<file path="src/core/pwm_timer_pkg.sv">
package pwm_timer_pkg;

  // register byte offsets
  localparam logic [4:0] OFF_CTRL    = 5'h00;
  localparam logic [4:0] OFF_CMP_A   = 5'h04;
  localparam logic [4:0] OFF_CMP_B   = 5'h08;
  localparam logic [4:0] OFF_CAP_TOP = 5'h0c;
  localparam logic [4:0] OFF_COUNT   = 5'h10;
  localparam logic [4:0] OFF_FLAGS   = 5'h14;
  localparam logic [4:0] OFF_PINS    = 5'h18;

  // control word fields
  localparam int CTRL_MODE_LSB  = 0;
  localparam int CTRL_SEL_A_LSB = 4;
  localparam int CTRL_SEL_B_LSB = 6;
  localparam int CTRL_PRESC_LSB = 8;

  // flag bits, pin word fields
  localparam int FLAG_OVF      = 0;
  localparam int FLAG_MATCH_A  = 1;
  localparam int FLAG_MATCH_B  = 2;
  localparam int FLAG_CAPTURE  = 3;
  localparam int PINS_DIR_LSB  = 0;
  localparam int PINS_LVL_LSB  = 2;

  // reset values
  localparam logic [3:0]  MODE_RESET  = 4'h0;
  localparam logic [2:0]  PRESC_RESET = 3'h0;
  localparam logic [15:0] VALUE_RESET = 16'h0000;

  // waveform modes handled here
  localparam logic [3:0] MODE_PC8    = 4'h1;
  localparam logic [3:0] MODE_PC9    = 4'h2;
  localparam logic [3:0] MODE_PC10   = 4'h3;
  localparam logic [3:0] MODE_PFC_CP = 4'h8;
  localparam logic [3:0] MODE_PFC_A  = 4'h9;
  localparam logic [3:0] MODE_PC_CP  = 4'ha;
  localparam logic [3:0] MODE_PC_A   = 4'hb;

  // fixed tops and count limits
  localparam logic [15:0] TOP_8       = 16'h00ff;
  localparam logic [15:0] TOP_9       = 16'h01ff;
  localparam logic [15:0] TOP_10      = 16'h03ff;
  localparam logic [15:0] TOP_MAX     = 16'hffff;
  localparam logic [15:0] COUNT_FLOOR = 16'h0000;
  localparam logic [15:0] COUNT_STEP  = 16'h0001;

  // output behaviour select codes
  localparam logic [1:0] SEL_OFF    = 2'h0;
  localparam logic [1:0] SEL_TOGGLE = 2'h1;
  localparam logic [1:0] SEL_NONINV = 2'h2;
  localparam logic [1:0] SEL_INV    = 2'h3;

  // prescale selects and their divider masks
  localparam logic [2:0] PS_STOP = 3'h0;
  localparam logic [2:0] PS_1    = 3'h1;
  localparam logic [2:0] PS_8    = 3'h2;
  localparam logic [2:0] PS_64   = 3'h3;
  localparam logic [2:0] PS_256  = 3'h4;
  localparam logic [2:0] PS_1024 = 3'h5;
  localparam logic [9:0] MASK_1    = 10'h000;
  localparam logic [9:0] MASK_8    = 10'h007;
  localparam logic [9:0] MASK_64   = 10'h03f;
  localparam logic [9:0] MASK_256  = 10'h0ff;
  localparam logic [9:0] MASK_1024 = 10'h3ff;

  typedef enum logic {cnt_up, cnt_down} slope_e;

endpackage : pwm_timer_pkg
</file>
<file path="src/core/dual_slope_pwm_timer16.sv">
// The address map and the Avalon-MM interface to the registers were left to the implementer.
`timescale 1ns/10ps
`default_nettype none

// Overview of operation
// - phase correct mode loads compare buffers at TOP; changed TOP may be asymmetric
// - select two gives non-inverted PWM, three gives inverted PWM
// - waveform reaches the pin only when its direction bit selects output
// - non-inverted clears on up-count match, sets on down-count match; inverted reverses
// - tick dividers 1, 8, 64, 256, 1024; period is 2 x divider x TOP
// - compare 0 holds output low, compare TOP holds high; inverted opposite
// - mode 11 with channel A select 1 toggles output A at half duty
// - mode 9 with channel A select 1 toggles output A at half duty
// - modes 8 and 9 count 0 up to TOP and back to 0
// - mode 8 takes TOP from capture, mode 9 from compare A
// - counter holds TOP for exactly one tick before counting down
// - TOP from 0x0003 up to the maximum count is supported
// - match flag set on a tick in a dual-slope mode when counter equals that channel's compare value
// - frequency correct mode sets overflow at 0 with the buffer update
// - frequency correct mode flags compare A or capture at TOP
// - software keeps TOP at or above compare values, else no match occurs
// - updating at 0 keeps rising and falling slopes equal in length
// - fully synchronous; the prescaled tick is a clock enable only
// - events at 0 follow the same timing as events at TOP
// - capture writes go straight to TOP; compare A writes are buffered
// - modes 1, 2, 3, 10, 11 are phase correct with their TOP sources
// - phase correct mode sets overflow each time the counter reaches 0
// - select zero disconnects the waveform, pin keeps its port level
module dual_slope_pwm_timer16
  import pwm_timer_pkg::*;
#(
  parameter int DIV_W = 10
) (
  input  wire logic        sys_clk,
  input  wire logic        arst_n,
  input  wire logic [4:0]  address,
  input  wire logic        read,
  input  wire logic        write,
  input  wire logic [31:0] writedata,
  input  wire logic [3:0]  byteenable,
  output var  logic [31:0] readdata,
  output logic             waitrequest,
  output var  logic [1:0]  pin_out,
  output var  logic [1:0]  pin_oe
);

  if (DIV_W < 10) begin : g_bad_div
    $error("DIV_W too small for the 1024 divider");
  end

  ////////////////////////////////////////////////////////////////////////////
  // helpers
  function automatic logic [15:0] be_merge(input logic [15:0] old,
                                           input logic [31:0] wd,
                                           input logic [3:0]  be);
    be_merge = {be[1] ? wd[15:8] : old[15:8], be[0] ? wd[7:0] : old[7:0]};
  endfunction : be_merge
  function automatic logic is_dual(input logic [3:0] m);
    is_dual = m inside {MODE_PC8, MODE_PC9, MODE_PC10, MODE_PFC_CP,
                        MODE_PFC_A, MODE_PC_CP, MODE_PC_A};
  endfunction : is_dual
  function automatic logic is_pfc(input logic [3:0] m);
    is_pfc = (m == MODE_PFC_CP) || (m == MODE_PFC_A);
  endfunction : is_pfc
  function automatic logic [9:0] tick_mask(input logic [2:0] s);
    case (s)
      PS_8:    tick_mask = MASK_8;
      PS_64:   tick_mask = MASK_64;
      PS_256:  tick_mask = MASK_256;
      PS_1024: tick_mask = MASK_1024;
      default: tick_mask = MASK_1;
    endcase
  endfunction : tick_mask

  ////////////////////////////////////////////////////////////////////////////
  // state
  logic [3:0]       mode;
  logic [1:0]       sel [2];
  logic [2:0]       presc;
  logic [15:0]      cmp [2];
  logic [15:0]      buf_v [2];
  logic [15:0]      cap_top;
  logic [15:0]      count;
  slope_e           slope;
  logic [3:0]       flags;
  logic [1:0]       dir;
  logic [1:0]       level;
  logic [1:0]       wave;
  logic [DIV_W-1:0] div_cnt;
  logic             ack;
  logic             wr_go;
  logic             count_wr;
  logic             tick;
  logic             dual;
  logic [15:0]      top;
  logic             at_top;
  logic             at_floor;
  logic             up_now;
  logic             top_is_a;
  logic [3:0]       flag_set;
  logic [3:0]       flag_clr;

  ////////////////////////////////////////////////////////////////////////////
  // avalon slave: one wait state per access, unmapped reads give zero
  assign waitrequest = (read || write) && !ack;
  assign wr_go       = write && ack;
  assign count_wr    = wr_go && (address == OFF_COUNT);

  // ack pulses once per held request so the master sees exactly one edge
  always_ff @(posedge sys_clk or negedge arst_n) begin
    if (!arst_n) begin
      ack <= 1'b0;
    end else begin
      ack <= (read || write) && !ack;
    end
  end

  // read data is sampled on the wait edge and held through the accept edge
  always_ff @(posedge sys_clk or negedge arst_n) begin
    if (!arst_n) begin
      readdata <= 32'h0000_0000;
    end else if (read && !ack) begin
      case (address)
        OFF_CTRL:    readdata <= 32'({presc, sel[1], sel[0], mode});
        OFF_CMP_A:   readdata <= 32'(buf_v[0]);
        OFF_CMP_B:   readdata <= 32'(buf_v[1]);
        OFF_CAP_TOP: readdata <= 32'(cap_top);
        OFF_COUNT:   readdata <= 32'(count);
        OFF_FLAGS:   readdata <= 32'(flags);
        OFF_PINS:    readdata <= 32'({level, dir});
        default:     readdata <= 32'h0000_0000;
      endcase
    end
  end

  // control, capture top and pin registers
  always_ff @(posedge sys_clk or negedge arst_n) begin
    if (!arst_n) begin
      mode    <= MODE_RESET;
      sel[0]  <= SEL_OFF;
      sel[1]  <= SEL_OFF;
      presc   <= PRESC_RESET;
      cap_top <= VALUE_RESET;
      dir     <= 2'h0;
      level   <= 2'h0;
    end else if (wr_go) begin
      if (address == OFF_CTRL && byteenable[0]) begin
        mode   <= writedata[CTRL_MODE_LSB +: 4];
        sel[0] <= writedata[CTRL_SEL_A_LSB +: 2];
        sel[1] <= writedata[CTRL_SEL_B_LSB +: 2];
      end
      if (address == OFF_CTRL && byteenable[1]) begin
        presc <= writedata[CTRL_PRESC_LSB +: 3];
      end
      if (address == OFF_CAP_TOP) begin
        cap_top <= be_merge(cap_top, writedata, byteenable);
      end
      if (address == OFF_PINS && byteenable[0]) begin
        dir   <= writedata[PINS_DIR_LSB +: 2];
        level <= writedata[PINS_LVL_LSB +: 2];
      end
    end
  end

  ////////////////////////////////////////////////////////////////////////////
  // prescaler: tick is an enable on sys_clk, never a clock of its own
  always_ff @(posedge sys_clk or negedge arst_n) begin
    if (!arst_n) begin
      div_cnt <= '0;
    end else if (presc == PS_STOP) begin
      div_cnt <= '0;
    end else begin
      div_cnt <= div_cnt + DIV_W'(1);
    end
  end

  assign tick = (presc inside {PS_1, PS_8, PS_64, PS_256, PS_1024})
             && ((div_cnt & DIV_W'(tick_mask(presc))) == DIV_W'(tick_mask(presc)));

  ////////////////////////////////////////////////////////////////////////////
  // top selection and position decode
  assign dual     = is_dual(mode);
  assign top_is_a = (mode == MODE_PFC_A) || (mode == MODE_PC_A);

  always_comb begin
    case (mode)
      MODE_PC8:                top = TOP_8;
      MODE_PC9:                top = TOP_9;
      MODE_PC10:               top = TOP_10;
      MODE_PFC_CP, MODE_PC_CP: top = cap_top;
      MODE_PFC_A, MODE_PC_A:   top = cmp[0];
      default:                 top = TOP_MAX;
    endcase
  end

  assign at_top   = (count == top);
  assign at_floor = (count == COUNT_FLOOR);
  // a match at 0 belongs to the up slope, a match at TOP to the down slope
  assign up_now   = ((slope == cnt_up) && !at_top) || at_floor;

  ////////////////////////////////////////////////////////////////////////////
  // dual-slope counter; a TOP lowered below the count wraps via 0xffff
  always_ff @(posedge sys_clk or negedge arst_n) begin
    if (!arst_n) begin
      count <= COUNT_FLOOR;
      slope <= cnt_up;
    end else if (count_wr) begin
      count <= be_merge(count, writedata, byteenable);
    end else if (tick && dual) begin
      case (slope)
        cnt_up: begin
          if (at_top) begin
            slope <= cnt_down;
            count <= count - COUNT_STEP;
          end else begin
            count <= count + COUNT_STEP;
          end
        end
        cnt_down: begin
          if (at_floor) begin
            slope <= cnt_up;
            count <= count + COUNT_STEP;
          end else begin
            count <= count - COUNT_STEP;
          end
        end
        default: slope <= cnt_up;
      endcase
    end
  end

  ////////////////////////////////////////////////////////////////////////////
  // per-channel buffers, active compares and waveform state
  for (genvar ch = 0; ch < 2; ch++) begin : g_chan
    localparam logic [4:0] OFF_CMP = (ch == 0) ? OFF_CMP_A : OFF_CMP_B;

    // buffer takes every write; the active copy follows at update points in dual-slope modes, every cycle otherwise
    always_ff @(posedge sys_clk or negedge arst_n) begin
      if (!arst_n) begin
        buf_v[ch] <= VALUE_RESET;
      end else if (wr_go && address == OFF_CMP) begin
        buf_v[ch] <= be_merge(buf_v[ch], writedata, byteenable);
      end
    end

    // update at TOP (phase correct) or at 0 (frequency correct)
    always_ff @(posedge sys_clk or negedge arst_n) begin
      if (!arst_n) begin
        cmp[ch] <= VALUE_RESET;
      end else if (!dual) begin
        cmp[ch] <= buf_v[ch];
      end else if (tick && (is_pfc(mode) ? at_floor : at_top)) begin
        cmp[ch] <= buf_v[ch];
      end
    end

    // waveform state; holds its level while the channel is disconnected
    always_ff @(posedge sys_clk or negedge arst_n) begin
      if (!arst_n) begin
        wave[ch] <= 1'b0;
      end else if (tick && dual && count == cmp[ch]) begin
        case (sel[ch])
          SEL_TOGGLE: wave[ch] <= (ch == 0 && top_is_a) ? !wave[ch] : wave[ch];
          SEL_NONINV: wave[ch] <= !up_now;
          SEL_INV:    wave[ch] <= up_now;
          default:    wave[ch] <= wave[ch];
        endcase
      end
    end

    // pin drive: waveform only when connected, driver only when set to output
    always_ff @(posedge sys_clk or negedge arst_n) begin
      if (!arst_n) begin
        pin_out[ch] <= 1'b0;
        pin_oe[ch]  <= 1'b0;
      end else begin
        pin_out[ch] <= (sel[ch] == SEL_OFF) ? level[ch] : wave[ch];
        pin_oe[ch]  <= dir[ch];
      end
    end
  end

  ////////////////////////////////////////////////////////////////////////////
  // sticky flags, write one to clear; a set in the same cycle wins
  always_comb begin
    flag_set               = 4'h0;
    flag_set[FLAG_OVF]     = tick && dual && at_floor;
    flag_set[FLAG_MATCH_A] = tick && dual && count == cmp[0];
    flag_set[FLAG_MATCH_B] = tick && dual && count == cmp[1];
    flag_set[FLAG_CAPTURE] = tick && at_top
                          && (mode == MODE_PFC_CP || mode == MODE_PC_CP);
    flag_clr = (wr_go && address == OFF_FLAGS && byteenable[0]) ?
               writedata[3:0] : 4'h0;
  end

  always_ff @(posedge sys_clk or negedge arst_n) begin
    if (!arst_n) begin
      flags <= 4'h0;
    end else begin
      flags <= (flags & ~flag_clr) | flag_set;
    end
  end
endmodule : dual_slope_pwm_timer16

`default_nettype wire

</file>
<file path="config.mk">
export PLATFORM = sky130hd
export DESIGN_NAME = dual_slope_pwm_timer16
export DESIGN_NICKNAME = d
export VERILOG_FILES = /design/src/core/pwm_timer_pkg.sv /design/src/core/dual_slope_pwm_timer16.sv
export SDC_FILE = /design/constraint.sdc
export NUM_CORES = 1
export LEC_CHECK = 0
export BUFFER_PORTS_ARGS = -buffer_cell sky130_fd_sc_hd__buf_4
export CAP_MARGIN = 20
export CORE_MARGIN = 5
export CORE_UTILIZATION = 60
export DETAILED_ROUTE_END_ITERATION = 16
export PLACE_DENSITY = 0.81
export SETUP_SLACK_MARGIN = 0.4
export SLEW_MARGIN = 10
export SYNTH_ARGS = -nofsm -noshare
export SYNTH_HDL_FRONTEND = slang
export SYNTH_SLANG_ARGS = --single-unit
</file>
<file path="constraint.sdc">
create_clock -name sys_clk -period 3.6 [get_ports sys_clk]
set_input_delay 0.36 -clock sys_clk [delete_from_list [all_inputs] [get_ports sys_clk]]
set_output_delay 0.36 -clock sys_clk [all_outputs]
set_load 0.03 [all_outputs]
</file>
==> metrics.yaml <==
r2r_slack_ns: 0.12
synthToLayoutAreaGrowth_pct: 22.2
setup_viol: 0
cp_max_fo: 8
place_hpwl_microns: 16000
grt_use_total: 0.339
totalWireLength_microns: 27600
min_period_ns: 3.48
vias: 7430
netlist_area_sq_um: 8280
clk_latency_ns: 0.44
worst_slew_pin_slew_ns: 1.24
worstPathBufferInverterCount: 5
antennaDiodeCount: 0
outcome: "finished with violations"
final_max_slew_viol_count: 0
period_share: 0.968
coreArea_sq_um: 13700
drt_first_pass_iters: 12
yosysTopAreaCellShare: 0.450
path_depth: 14
synth_area_leader_cell: "dfrtp_1"
root_buffer: "clkbuf_16"
hold_class: "input port to asynchronous set/reset pin"
worst_hold_slack_ns: -0.0217
p_per_area_nw_per_um2: 511
dieArea_sq_um: 16300
layout.nets: 885
numPortBuffers: 47
ys_ff_latch: 149
clkTransAtPathRegs_ns: 0.06
cts.htree.levels: 4
cp_slowest_cell: "a2111oi_2"
antenna_found_initial: 0
wl_met2_microns: 12300
syn_area_per_cell_sq_um: 10.6
hold_buffers: 0
dr.first_iter.drc_count: 1012
synth_cell_types: 63
cts_buffers: 17
cts_buffer_depth: 2
grt-ovfl-total: 0
cts.sinks: 149
synth_cells: 780
maxSlewHeadroom: 0.172
crit_path_max_incr_delay_ns: 0.47
wl_met3_microns: 3590
finalWeightedCongestion: 0.956
rsz0062_at_grt: "true"
grt_pass1_wl_microns: 41600
die_h_microns: 127
hold_violations: 19
path_cells: "buf_12 > buf_4 > mux2i_2 > nand2_1 > a2111oi_2 > o32ai_1 > a2111oi_4 > buf_4 > o21ai_4 > o31a_1 > o21ai_4 > buf_6 > buf_16 > mux2_4"
routed_via_density: 7.23
yosysSeqAreaShare: 0.450
peakVddDrop_v: 0.000335
start_kind: "register"
grt_pass1_vias: 7145
fin_tns_setup_ns: 0
placed_area_sq_um: 8760
power_leakage_uw: 0.00467
required_ns: 3.92
ys_warn_count: 0
r2r-end: "cmp[8]"
fmax_ghz: 0.287
cts_tree: "done"
synthArstFlopShare: 1.00
synthFlopType: "dfrtp_1"
maxUsedRoutingLayer: "met4"
ff2ff_path_depth: 14
ios: 82
route.detailed.drc: 0
critical-path-top-delay-family: "compound AO/OA/AOI/OAI gates"
post_drt_wl_per_cell_microns: 26.9
critical_path_class: "register to register"
maxCapViolations: 0
synth_edf_count: 0
wl_met1_microns: 9660
dieWidth_microns: 127
initial_core_util: 0.604
drive_gt1_frac: 0.314
rows: 43
fin_area_sq_um: 10100
power_uw: 5170
finalClockSkew_ns: 0.0138
grt_max_degree: 87
violations: "negative hold slack"
critPathArrivalTime_ns: 3.80
regToRegStartpoint: "mode[0]"
end_kind: "register"
antenna_left: 0
synthTopCellsByArea: "dfrtp_1 45%, mux2_2 14%, mux2i_1 4.5%, xor2_1 4.3%, nor2_1 2.5%"
[worst max-delay path by stage]
stage | end | start
2_1_floorplan | count[6] | mode[2]
3_3_place_gp | count[14] | mode[2]
3_5_place_dp | cmp[21] | mode[2]
4_1_cts | cmp[13] | mode[0]
5_1_grt | count[5] | mode[0]
6_report | cmp[8] | mode[0]
[sequential cells by signal, summed over array words and instances (netlist names), 3 cells and up]
| name | count |
|---|---|
| div_cnt | 10 |
| readdata | 16 |
| presc | 3 |
| buf_v | 32 |
| sel | 4 |
| cap_top | 16 |
| count | 16 |
| flags | 4 |
| mode | 4 |
| cmp | 32 |
[where the power goes]
part	total, uW	switching [uW]	leakage, uW	internal, uW
Combinational	999	545	0.00233	454
Sequential	2010	208	0.00200	1800
Clock	2160	707	0.000337	1450
Total	5170	1460	0.00467	3710
[per-stage QoR]
step | setup WS [ns] | hold slack [ns] | instances | util
global placement | 0.351 | 0.400 | 981 | 0.638
detailed placement | 0.209 | 0.404 | 981 | 0.638
floorplan | 0.700 | 0.0644 | 795 | -
global route | 0.104 | 0.0589 | 1027 | 0.738
finish | 0.115 | -0.0217 | 1027 | 0.738
CTS | 0.355 | 0.0233 | 1026 | 0.722
[routing by layer]
metal,global-route usage,vias to the layer above
met4,0.196,0
met5,0,-
met2,0.523,712
li1,-,2948
met3,0.103,189
met1,0.424,3581
[what timing repair did]
item                                   4_1_cts  5_1_grt
gates cloned                                 5        0
buffers inserted                            10        0
gates resized for setup                     71       37
setup endpoints to repair                   47       50
endpoints found under the hold margin        0        0
pin swaps                                   12        9
[final cells by class]
cell class / instances / area [sq um]
clock buffer: 21 / 450
inverter: 3 / 11.3
multi-input combinational: 579 / 4630
sequential: 149 / 3730
clock inverter: 9 / 249
tap: 180 / 225
timing repair buffer: 86 / 828
fill: 821 / 3600
[Yosys cell counts (all sizes together), types with 19 or more instances]
cell type / count
nand2: 54
and3: 19
o21ai: 31
a21oi: 21
mux2: 109
clkbuf: 34
nand3: 23
dfrtp: 149
buf: 30
nor2: 55
mux2i: 37
xor2: 41
nor3: 20
[cell usage in the layout (no fill, tap or decap), types with 17 or more instances in the layout]
| master | instances |
|---|---|
| a21oi_1 | 18 |
| clkbuf_16 | 17 |
| mux2i_1 | 22 |
| nand3_1 | 23 |
| nand2_1 | 54 |
| and3_1 | 17 |
| xor2_1 | 41 |
| nor3_1 | 19 |
| nor2_1 | 54 |
| mux2_2 | 74 |
| mux2_4 | 35 |
| buf_4 | 67 |
| dfrtp_1 | 147 |
| o21ai_0 | 28 |
[cell families (layout without fill, tap and decap cells)]
kind of cell	Yosys count	count (layout)	share of synthesized area
adder cells (fa/ha/maj)	4	4	0.00604
flip-flops	149	149	0.450
multiplexers	146	146	0.193
XOR/XNOR	44	44	0.0465
buffers and inverters	67	119	0.0473
other	1	16	0.000453
AO/OA/AOI/OAI	134	134	0.113
AND/OR/NAND/NOR	235	235	0.144
No activity file was read; power rests on OpenSTA's default activity.
